<file path="config.mk">
export PLATFORM = sky130hd
export DESIGN_NAME = dosm_top
export DESIGN_NICKNAME = d
export VERILOG_FILES = /design/src/rtl/dosm_pkg.sv /design/src/rtl/dosm_top.sv /design/src/rtl/dosm_insync.sv
export SDC_FILE = /design/constraint.sdc
export NUM_CORES = 1
export LEC_CHECK = 0
export ABC_CLOCK_PERIOD_IN_PS = 3000
export BUFFER_PORTS_ARGS = -buffer_cell sky130_fd_sc_hd__buf_4
export CORE_MARGIN = 2
export CORE_UTILIZATION = 51
export CTS_CLUSTER_SIZE = 10
export DETAILED_ROUTE_END_ITERATION = 7
export PLACE_DENSITY = 0.84
export SYNTH_ARGS = -nofsm -noshare
export SYNTH_HDL_FRONTEND = slang
export SYNTH_SLANG_ARGS = --single-unit
</file>
<file path="constraint.sdc">
create_clock -name core_clk -period 3 [get_ports core_clk]
set_input_delay 0.3 -clock core_clk [delete_from_list [all_inputs] [get_ports core_clk]]
set_output_delay 0.3 -clock core_clk [all_outputs]
set_load 0.01 [all_outputs]
</file>
<file path="src/rtl/dosm_pkg.sv">
// Package for the drive operating-state sequencer: state codes, error classes, port bundles.
// Assumes a single 50 MHz clock domain; no bus, all controls are plain ports.
package dosm_pkg;
   // Operating states, numbered as displayed.
   typedef enum logic [3:0] {
      ST_START = 4'h1,
      ST_NOT_READY = 4'h2,
      ST_SWITCH_ON_DISABLED = 4'h3,
      ST_READY = 4'h4,
      ST_SWITCHED_ON = 4'h5,
      ST_OP_ENABLED = 4'h6,
      ST_QUICK_STOP = 4'h7,
      ST_FAULT_REACTION = 4'h8,
      ST_FAULT = 4'h9
   } dosm_state_t;
   // Error class codes on the error event port; zero means no error.
   localparam logic [2:0] ERR_NONE = 3'h0;
   localparam logic [2:0] ERR_CLASS1 = 3'h1;
   localparam logic [2:0] ERR_CLASS2 = 3'h2;
   localparam logic [2:0] ERR_CLASS3 = 3'h3;
   localparam logic [2:0] ERR_CLASS4 = 3'h4;
   // Speed limit for T2 in rpm.
   localparam logic [15:0] SPEED_LIMIT_RPM = 16'h03E8;
   // Legacy compatibility value that makes shutdown a T2 condition.
   localparam logic [7:0] COMPAT_SHUTDOWN_REQ = 8'h01;
   // Reset value of the sequencer state.
   localparam logic [3:0] STATE_RESET = 4'h1;
   // Fieldbus command strobes, one-cycle pulses.
   typedef struct packed {
      logic shutdown;
      logic switch_on;
      logic enable_op;
      logic disable_op;
      logic disable_voltage;
      logic quick_stop;
      logic fault_reset;
   } dosm_cmd_t;
   // Monitoring status levels.
   typedef struct packed {
      logic init_ok;
      logic commissioned;
      logic encoder_ok;
      logic dc_bus_ok;
      logic checks_ok;
      logic error_cause_present;
      logic quick_stop_done;
   } dosm_mon_t;
   // Power stage and motion controls driven out.
   typedef struct packed {
      logic amp_on;
      logic brake_released;
      logic mode_run;
      logic halt;
      logic quick_stop;
      logic abort_travel;
   } dosm_drive_t;
endpackage

</file>
<file path="src/rtl/dosm_top.sv">
// Operating-state sequencer for a servo drive, with error response control.
// Assumes fieldbus command pulses and monitor levels are on core_clk; pins are asynchronous.
`timescale 1ns/1ns
`default_nettype none
module dosm_top (
   // Clock and reset
   input wire logic core_clk,
   input wire logic srst,
   // Configuration
   input wire logic fieldbus_mode,
   input wire logic specific_fieldbus,
   input wire logic [7:0] legacy_compat_setting,
   input wire logic halt_req,
   // Fieldbus commands from drive_control_word_param
   input wire dosm_pkg::dosm_cmd_t drive_control_word_param,
   // Monitoring
   input wire dosm_pkg::dosm_mon_t mon,
   input wire logic [15:0] actual_speed_rpm,
   input wire logic [2:0] error_class,
   // Pins, asynchronous
   input wire logic enable_pin,
   input wire logic fault_reset_pin,
   input wire logic power_removal_input_a,
   input wire logic power_removal_input_b,
   // State and drive controls
   output dosm_pkg::dosm_state_t state,
   output dosm_pkg::dosm_drive_t drive
);
   dosm_pkg::dosm_state_t state_reg;
   dosm_pkg::dosm_state_t state_next;
   dosm_pkg::dosm_drive_t drive_reg;
   dosm_pkg::dosm_drive_t drive_next;
   logic qs_class1_reg;
   logic qs_class1_next;
   logic severe_reg;
   logic severe_next;
   logic enable_lvl;
   logic enable_rise;
   logic fr_rise;
   logic pwra_lvl;
   logic pwrb_lvl;

   dosm_insync u_sync_enable (
      .core_clk(core_clk),
      .srst(srst),
      .pin_in(enable_pin),
      .level_out(enable_lvl),
      .rise_out(enable_rise)
   );
   dosm_insync u_sync_fault_reset (
      .core_clk(core_clk),
      .srst(srst),
      .pin_in(fault_reset_pin),
      .level_out(),
      .rise_out(fr_rise)
   );
   dosm_insync u_sync_pwra (
      .core_clk(core_clk),
      .srst(srst),
      .pin_in(power_removal_input_a),
      .level_out(pwra_lvl),
      .rise_out()
   );
   dosm_insync u_sync_pwrb (
      .core_clk(core_clk),
      .srst(srst),
      .pin_in(power_removal_input_b),
      .level_out(pwrb_lvl),
      .rise_out()
   );

   // Fieldbus commands are masked outside fieldbus control mode.
   wire dosm_pkg::dosm_cmd_t cmd = fieldbus_mode ? drive_control_word_param : '0;
   // The enable pin only acts in local control mode; in fieldbus mode the bus owns the state.
   wire en_rise = enable_rise & ~fieldbus_mode;
   wire en_fall = ~enable_lvl & ~fieldbus_mode;
   wire fault_reset = cmd.fault_reset | fr_rise;
   wire power_ok = pwra_lvl & pwrb_lvl;
   wire power_removed = ~power_ok;
   wire speed_low = actual_speed_rpm < dosm_pkg::SPEED_LIMIT_RPM;
   wire err_class1 = error_class == dosm_pkg::ERR_CLASS1;
   wire err_class2 = error_class == dosm_pkg::ERR_CLASS2;
   wire err_severe = (error_class == dosm_pkg::ERR_CLASS3) | (error_class == dosm_pkg::ERR_CLASS4);
   // Power removal only counts as an error once the stage could carry current.
   wire pr_event = power_removed & (state_reg == dosm_pkg::ST_SWITCHED_ON | state_reg == dosm_pkg::ST_OP_ENABLED |
                   state_reg == dosm_pkg::ST_QUICK_STOP);
   wire err_t13 = err_class2 | err_severe | pr_event;
   wire shutdown_needed = fieldbus_mode & specific_fieldbus &
                          (legacy_compat_setting == dosm_pkg::COMPAT_SHUTDOWN_REQ);
   wire t2_ok = mon.encoder_ok & mon.dc_bus_ok & power_ok & speed_low &
                (~shutdown_needed | cmd.shutdown);
   wire in_fault_states = state_reg == dosm_pkg::ST_FAULT_REACTION | state_reg == dosm_pkg::ST_FAULT;

   always_comb begin
      state_next = state_reg;
      qs_class1_next = qs_class1_reg;
      severe_next = severe_reg;
      if (err_t13 & ~in_fault_states) begin
         state_next = dosm_pkg::ST_FAULT_REACTION;
         severe_next = err_severe | pr_event;
         qs_class1_next = 1'b0;
      end else begin
         unique case (state_reg)
            dosm_pkg::ST_START: begin
               if (mon.init_ok & speed_low) state_next = dosm_pkg::ST_NOT_READY;
            end
            dosm_pkg::ST_NOT_READY: begin
               if (mon.commissioned) state_next = dosm_pkg::ST_SWITCH_ON_DISABLED;
            end
            dosm_pkg::ST_SWITCH_ON_DISABLED: begin
               if (t2_ok) state_next = dosm_pkg::ST_READY;
            end
            dosm_pkg::ST_READY: begin
               if (~mon.dc_bus_ok | cmd.disable_voltage) state_next = dosm_pkg::ST_SWITCH_ON_DISABLED;
               else if (cmd.switch_on | en_rise) state_next = dosm_pkg::ST_SWITCHED_ON;
            end
            dosm_pkg::ST_SWITCHED_ON: begin
               if (cmd.disable_voltage) state_next = dosm_pkg::ST_SWITCH_ON_DISABLED;
               else if (cmd.shutdown | (en_fall & ~en_rise)) state_next = dosm_pkg::ST_READY;
               // Phase, earth and parameter checks must pass before the stage is energised.
               else if ((cmd.enable_op | ~fieldbus_mode) & mon.checks_ok) state_next = dosm_pkg::ST_OP_ENABLED;
            end
            dosm_pkg::ST_OP_ENABLED: begin
               if (err_class1 | cmd.quick_stop) begin
                  state_next = dosm_pkg::ST_QUICK_STOP;
                  qs_class1_next = err_class1;
               end else if (cmd.disable_voltage) state_next = dosm_pkg::ST_SWITCH_ON_DISABLED;
               else if (cmd.shutdown) state_next = dosm_pkg::ST_READY;
               else if (cmd.disable_op | en_fall) state_next = dosm_pkg::ST_SWITCHED_ON;
            end
            dosm_pkg::ST_QUICK_STOP: begin
               if (cmd.disable_voltage) state_next = dosm_pkg::ST_SWITCH_ON_DISABLED;
               else if ((qs_class1_reg & fault_reset & ~mon.error_cause_present) | (~qs_class1_reg & cmd.enable_op))
                  state_next = dosm_pkg::ST_OP_ENABLED;
            end
            dosm_pkg::ST_FAULT_REACTION: begin
               // Severe errors skip the ramp; class 2 waits for the quick stop to finish.
               if (severe_reg | mon.quick_stop_done) state_next = dosm_pkg::ST_FAULT;
            end
            dosm_pkg::ST_FAULT: begin
               if (fault_reset & ~mon.error_cause_present) state_next = dosm_pkg::ST_SWITCH_ON_DISABLED;
            end
            default: state_next = dosm_pkg::ST_FAULT;
         endcase
      end
   end

   // Drive controls follow the next state so they switch together with it.
   wire st6 = state_next == dosm_pkg::ST_OP_ENABLED;
   wire st7 = state_next == dosm_pkg::ST_QUICK_STOP;
   wire st8 = state_next == dosm_pkg::ST_FAULT_REACTION;
   wire ramping = st7 | (st8 & ~severe_next);
   always_comb begin
      drive_next = '0;
      drive_next.amp_on = st6 | ramping;
      drive_next.brake_released = st6 | ramping;
      drive_next.mode_run = st6 & ~halt_req;
      drive_next.halt = st6 & halt_req;
      drive_next.quick_stop = ramping;
      drive_next.abort_travel = ~st6;
   end

   always_ff @(posedge core_clk) begin
      if (srst) begin
         state_reg <= dosm_pkg::dosm_state_t'(dosm_pkg::STATE_RESET);
         drive_reg <= '0;
         qs_class1_reg <= 1'b0;
         severe_reg <= 1'b0;
      end else begin
         state_reg <= state_next;
         drive_reg <= drive_next;
         qs_class1_reg <= qs_class1_next;
         severe_reg <= severe_next;
      end
   end
   assign state = state_reg;
   assign drive = drive_reg;
endmodule // dosm_top
`default_nettype wire

</file>
<file path="src/rtl/dosm_insync.sv">
// Three-stage synchroniser with agreement filter and rising-edge pulse.
// Assumes the input is asynchronous to core_clk.
`timescale 1ns/1ns
`default_nettype none
module dosm_insync (
   // Clock and reset
   input wire logic core_clk,
   input wire logic srst,
   // Pin side
   input wire logic pin_in,
   // Core side
   output logic level_out,
   output logic rise_out
);
   logic s1_reg;
   logic s2_reg;
   logic s3_reg;
   logic level_reg;
   wire agree = (s2_reg == s3_reg);
   wire level_next = agree ? s2_reg : level_reg;
   always_ff @(posedge core_clk) begin
      if (srst) begin
         s1_reg <= 1'b0;
         s2_reg <= 1'b0;
         s3_reg <= 1'b0;
         level_reg <= 1'b0;
      end else begin
         s1_reg <= pin_in;
         s2_reg <= s1_reg;
         s3_reg <= s2_reg;
         level_reg <= level_next;
      end
   end
   assign level_out = level_reg;
   assign rise_out = level_next & ~level_reg;
endmodule // dosm_insync
`default_nettype wire

</file>
==> results of run 1 <==
[synth_stat cells, types with 2 or more instances]
master | number | share of area [%]
sky130_fd_sc_hd__o21ai_0 | 10 | 3.4
sky130_fd_sc_hd__or3b_2 | 3 | 1.8
sky130_fd_sc_hd__nor3_1 | 9 | 3.0
sky130_fd_sc_hd__nand2_1 | 14 | 3.6
sky130_fd_sc_hd__nand4bb_1 | 3 | 2.3
sky130_fd_sc_hd__a31oi_1 | 3 | 1.3
sky130_fd_sc_hd__buf_4 | 3 | 1.5
sky130_fd_sc_hd__o211ai_1 | 2 | 1.0
sky130_fd_sc_hd__clkbuf_1 | 2 | 0.51
sky130_fd_sc_hd__o21a_1 | 2 | 1.0
sky130_fd_sc_hd__inv_1 | 4 | 1.0
sky130_fd_sc_hd__and2_1 | 3 | 1.3
sky130_fd_sc_hd__buf_2 | 2 | 0.68
sky130_fd_sc_hd__a21oi_1 | 11 | 3.7
sky130_fd_sc_hd__dfxtp_1 | 27 | 37
sky130_fd_sc_hd__o22ai_1 | 2 | 0.85
sky130_fd_sc_hd__a311oi_1 | 2 | 1.2
sky130_fd_sc_hd__nand2b_1 | 4 | 1.7
sky130_fd_sc_hd__nor2_1 | 11 | 2.8
sky130_fd_sc_hd__nor2b_1 | 15 | 6.3
[worst paths after layout]
| kind | to | slack (ns) | depth (start not counted) |
|---|---|---|---|
| worst max-delay path | drive[4] | 0.90 | 6 |
| worst min-delay path | drive[3] | 0.13 | 2 |
| worst max register to register | drive[4] | 0.90 | 6 |
| worst min register to register | u_sync_fault_reset.s2_reg | 0.46 | 1 |
[critical path: cells and delay by family, from the launching register on]
family | cells | cell delay, ns
simple gates | 2 | 0.28
compound gates | 4 | 1.00
flops | 1 | 0.72
[layer usage]
metal | up-vias | wire [um] | GRT usage, %
met2 | 78 | 1806 | 37.66
met5 | - | 0 | 0
li1 | 730 | - | -
met3 | 11 | 345 | 3.348
met1 | 667 | 1396 | 27.65
met4 | 0 | 83 | 11.30
[kinds of logic (layout without fill, tap and decap cells)]
kind of cell / count (synthesis) / after routing / synth area share, %
AOI/OAI and AO/OA: 51 / 51 / 26.14
buffers and inverters: 12 / 64 / 4.484
DFF: 27 / 27 / 36.55
and+or+nand+nor: 78 / 78 / 32.83
[report_power, final]
group          internal [mW]  leakage [nW]  switching (mW)
sequential             0.374         0.221          0.0208
combinational         0.0907         0.542          0.0704
clock                 0.0521        0.0150           0.102
[layout make-up]
cell class                 count  area share, %
timing repair buffer          56          21.98
inverter                       4         0.7848
tap                           31          2.027
clock buffer                   4          1.373
multi-input combinational    129          45.59
sequential                    27          28.25
[through the flow]
| stage | hold slack, ns | instance area [sq um] | power (mW) | instances | setup WS, ns |
|---|---|---|---|---|---|
| floorplan | 0.3716 | 1479 | 0.4884 | 168 | 1.249 |
| global placement | 0.4167 | 1887 | 0.5573 | 247 | 0.9568 |
| detailed placement | 0.4282 | 1887 | 0.5630 | 247 | 0.9126 |
| CTS | 0.1294 | 1913 | 0.7116 | 251 | 0.8993 |
| global route | 0.1212 | 1913 | 0.7477 | 251 | 0.6680 |
| finish | 0.1350 | 1913 | 0.7098 | 251 | 0.8951 |
==> results.py, run 1 <==
metrics = {
    "timing": {
        "timing.final.crit_share_pct": 70.16,
        "number_of_failing_setup_endpoints_in_the_final_timing_report": 0,
        "worstMarginPinSlew_ns": 0.7270,
        "final.setup_skew_ns": 0.003787,
        "achievable_freq_mhz": 475.1,
        "final.setup.tns_ns": 0,
        "hold_viol": 0,
        "slew-limit-headroom_pct": 50.92,
        "finalCriticalPeriod_ns": 2.105,
        "grt_setup_unrepaired": "false",
        "timing_max_transition_violations_final": 0,
    },
    "setup_path": {
        "crit_chain": "nand2_1, a2111oi_2, a21boi_1, nor4_1, a21oi_1, o21ai_1",
        "end_kind": "flip-flop",
        "top_fanout_value_on_the_critical_path": 16,
        "setup.worst_path.start_class": "flip-flop",
        "cp.required_ns": 3.22,
        "crit_path_top_delay_cell": "sky130_fd_sc_hd__dfxtp_1",
        "worst_path_largest_cell_delay_ns": 0.72,
        "critical_path.startpoint": "state[0]",
        "rr_startpoint": "state[0]",
        "type_of_the_worst_setup_path": "reg -> reg",
        "cp_data_arrival_time_ns": 2.33,
    },
    "placement": {
        "dp_hpwl_um": 2814,
        "port_buffers": 56,
        "gpl.final_weighted_congestion": 0.8926,
    },
    "synth": {
        "yosysWarningCount": 0,
        "postSynth.topFlopCell": "sky130_fd_sc_hd__dfxtp_1",
        "ys_async_sr_fraction_pct": 0,
        "ys_seq_area_share_pct": 36.55,
        "netlist_instances": 168,
        "synthesized_area_divided_by_synthesized_cell_count_sq_um": 8.803,
        "synth-seq-cells": 27,
        "post_synth_num_cell_types": 56,
        "synthesis.area_sq_mm": 0.001479,
        "synth-edff-count": 0,
        "syn-num-nets": 218,
    },
    "flow_run": {
        "cap_viol_max_count": 0,
    },
    "clock_tree": {
        "clock_tree_from_tritoncts": "yes",
        "worstSkewPairLatency_ns": 0.32,
        "clock_path_buffers": 2,
        "clk_pin_slew_worst_paths_ns": 0.13,
        "cts_root_buffer": "sky130_fd_sc_hd__clkbuf_4",
        "postCtsSetupRepairBufs": 0,
        "count_of_hold_fix_buffers_inserted_at_cts": 0,
        "cts_resized": 0,
        "cts-buffers-inserted": 3,
        "cts.htree.levels": 1,
        "clkSinkCount": 27,
    },
    "global_routing": {
        "grt_pass1_vias": 1368,
        "grt_util_all_layers_pct": 22.34,
        "pin_count_of_the_biggest_net_entering_global_routing": 25,
        "antenna_found_initial": 0,
        "grt-ovfl-total": 0,
        "grt_pass1_wl_um": 5878,
    },
    "worst_hold_path": {
        "min_from": "halt_req",
        "min_delay_path_class": "in -> reg",
    },
    "finish": {
        "register_area_sq_um": 540.5,
        "area_growth_pct": 29.36,
        "end_of_flow_core_utilization_pct": 69.37,
        "drive_gt1_share_pct": 33.18,
        "most_common_library_cell_in_the_layout_ignoring_fill_and_taps": "sky130_fd_sc_hd__buf_4",
        "final_cell_mix": "sky130_fd_sc_hd__buf_4, sky130_fd_sc_hd__dfxtp_1, sky130_fd_sc_hd__nor2b_1, sky130_fd_sc_hd__nand2_1",
        "layout.nets": 271,
        "largest_register_ffs": 5,
        "multi_input_comb_area_sq_um": 872.1,
        "antenna_cells_inserted": 0,
        "fill_cells": 223,
    },
    "run_status": {
        "run_status": "finished clean",
    },
    "drt": {
        "detail_route.iter0.violations": 67,
        "initial_drt_pass_iterations": 4,
        "drcViolationCount": 0,
        "totalWireLength_um": 3632,
        "detailroute.via_count": 1486,
        "drt-wirelength-per-cell_um": 14.47,
        "post_drt_via_cell_ratio": 5.920,
        "antenna_violating_nets_post_route": 0,
    },
    "floorplan": {
        "starting_density_pct": 53.63,
        "num_rows": 19,
        "die_area_sq_mm": 0.003347,
        "core_sq_mm": 0.002758,
        "die_height_um": 57.85,
        "ioPinCount": 60,
        "horizontal_extent_of_the_die_um": 57.85,
    },
    "pwr": {
        "power.leakage_nw": 0.7779,
        "power_per_cell_area_mw_per_mm2": 371.0,
        "ir_worst_vdd_mv": 0.3307,
    },
}
Power figures use the tool's default switching activity.
==> run 2, diff against run 1 <==
ABC_CLOCK_PERIOD_IN_PS = 1890   (was 3000)
CORE_UTILIZATION = 43   (was 51)
PLACE_DENSITY = 0.75   (was 0.84)
clock period = 1.89 ns   (was 3 ns; I/O delays follow)
==> run 2 against run 1 <==
  * Sequential share of layout area down 1.6 points
  * Combinational power is 83% higher
  * Hold slack got worse by 0.11 ns
  * Clock skew up 0.0044 ns
  * Die area increased by 17%
  * Sequential power up 56%
  * Routed wire length is 2.5% higher
  * Largest cell class unchanged
==> results.py, run 2 (synthesis results as in run 1) <==
metrics = {
    "run_status": {
        "run_status": "finished clean",
    },
    "clock_tree": {
        "postCtsSetupRepairBufs": 0,
        "count_of_hold_fix_buffers_inserted_at_cts": 0,
        "clkSinkCount": 27,
        "worstSkewPairLatency_ns": 0.31,
        "cts.htree.levels": 1,
        "cts_resized": 5,
        "clk_pin_slew_worst_paths_ns": 0.13,
        "cts-buffers-inserted": 3,
        "clock_path_buffers": 2,
        "clock_tree_from_tritoncts": "yes",
        "cts_root_buffer": "sky130_fd_sc_hd__clkbuf_4",
    },
    "global_routing": {
        "antenna_found_initial": 0,
        "grt_util_all_layers_pct": 19.32,
        "pin_count_of_the_biggest_net_entering_global_routing": 25,
        "grt-ovfl-total": 0,
        "grt_pass1_wl_um": 6203,
        "grt_pass1_vias": 1388,
    },
    "floorplan": {
        "starting_density_pct": 44.67,
        "die_area_sq_mm": 0.003924,
        "num_rows": 21,
        "die_height_um": 62.65,
        "ioPinCount": 60,
        "horizontal_extent_of_the_die_um": 62.65,
        "core_sq_mm": 0.003311,
    },
    "timing": {
        "worstMarginPinSlew_ns": 0.5980,
        "hold_viol": 0,
        "finalHoldWorstSlack_ns": 0.02455,
        "number_of_failing_setup_endpoints_in_the_final_timing_report": 0,
        "slew-limit-headroom_pct": 59.10,
        "grt_setup_unrepaired": "false",
        "final.setup_skew_ns": 0.008219,
        "timing.final.crit_share_pct": 94.27,
        "achievable_freq_mhz": 561.3,
        "final.setup.tns_ns": 0,
        "timing_max_transition_violations_final": 0,
        "finalCriticalPeriod_ns": 1.782,
    },
    "drt": {
        "initial_drt_pass_iterations": 4,
        "totalWireLength_um": 3721,
        "detail_route.iter0.violations": 34,
        "antenna_violating_nets_post_route": 0,
        "detailroute.via_count": 1489,
        "drt-wirelength-per-cell_um": 13.38,
        "post_drt_via_cell_ratio": 5.356,
        "drcViolationCount": 0,
    },
    "finish": {
        "drive_gt1_share_pct": 40.52,
        "most_common_library_cell_in_the_layout_ignoring_fill_and_taps": "sky130_fd_sc_hd__buf_4",
        "final_cell_mix": "sky130_fd_sc_hd__buf_4, sky130_fd_sc_hd__dfxtp_1, sky130_fd_sc_hd__nor2b_1, sky130_fd_sc_hd__nand2_1, sky130_fd_sc_hd__nor2_1",
        "antenna_cells_inserted": 0,
        "largest_register_ffs": 5,
        "area_growth_pct": 39.68,
        "layout.nets": 283,
    },
    "setup_path": {
        "cp_num_buf_inv": 0,
        "cp_data_arrival_time_ns": 2.03,
        "top_fanout_value_on_the_critical_path": 3,
        "end_kind": "flip-flop",
        "type_of_the_worst_setup_path": "reg -> reg",
        "crit_chain": "nand3b_1, a21oi_1, a2111oi_0, nor4_2, and2_1, o22ai_1",
        "crit_path_top_delay_cell": "sky130_fd_sc_hd__a2111oi_0",
        "cp.required_ns": 2.14,
        "worst_path_largest_cell_delay_ns": 0.61,
        "critPathTopFamily": "compound AO/OA/AOI/OAI gates",
        "setup.worst_path.start_class": "flip-flop",
    },
    "pwr": {
        "ir_worst_vdd_mv": 0.5187,
        "report.power.total_mw": 1.149,
        "power_per_cell_area_mw_per_mm2": 556.0,
        "power.leakage_nw": 0.8435,
    },
    "flow_run": {
        "cap_viol_max_count": 0,
    },
    "placement": {
        "dp_hpwl_um": 2878,
        "port_buffers": 56,
        "gpl.final_weighted_congestion": 0.7866,
    },
    "worst_hold_path": {
        "min_delay_path_class": "in -> reg",
    },
}
run 2: metal layers:
metal / vias to the layer above / global-route usage, % / part of all wire, %
met2: 62 / 32.93 / 47
met4: 0 / 6.111 / 1.5
met5: - / 0 / 0
met1: 664 / 24.44 / 43
met3: 6 / 3.964 / 8.5
li1: 757 / - / -
run 2: area by class of cell:
class	count	area, sq um
fillers	325	1245
multi-input cells	129	905.9
flip-flops and latches	27	550.5
repair buffers	68	510.5
well taps	46	57.56
clock buffers	4	26.28
inverters	4	15.01
run 2: where the power goes:
group          leakage [nW]  switching (mW)  total [mW]  internal (mW)
sequential            0.223          0.0244       0.618          0.593
clock                0.0150           0.153       0.236         0.0825
combinational         0.606           0.130       0.295          0.165
total                 0.843           0.308        1.15          0.841
run 2: final timing paths:
| check | startpoint | endpoint | slack, ns | depth (start not counted) |
|---|---|---|---|---|
| max | u_sync_fault_reset.level_out | drive[1] | 0.11 | 6 |
| min | halt_req | drive[3] | 0.02 | 2 |
| min reg2reg | u_sync_enable.s1_reg | u_sync_enable.s2_reg | 0.45 | 1 |
| max reg2reg | u_sync_fault_reset.level_out | drive[1] | 0.11 | 6 |
run 2: stage by stage:
| step | worst slack, ns | utilization [%] | std cells | area, sq um |
|---|---|---|---|---|
| final | 0.1084 | 62.40 | 278 | 2066 |
| after global routing | 0.01407 | 62.40 | 278 | 2066 |
| after CTS | 0.02516 | 61.87 | 278 | 2048 |
| after detailed placement | -0.01127 | 60.28 | 274 | 1996 |
| after global placement | 0.03984 | 60.28 | 274 | 1996 |
| after floorplan | 0.1385 | - | 168 | 1479 |
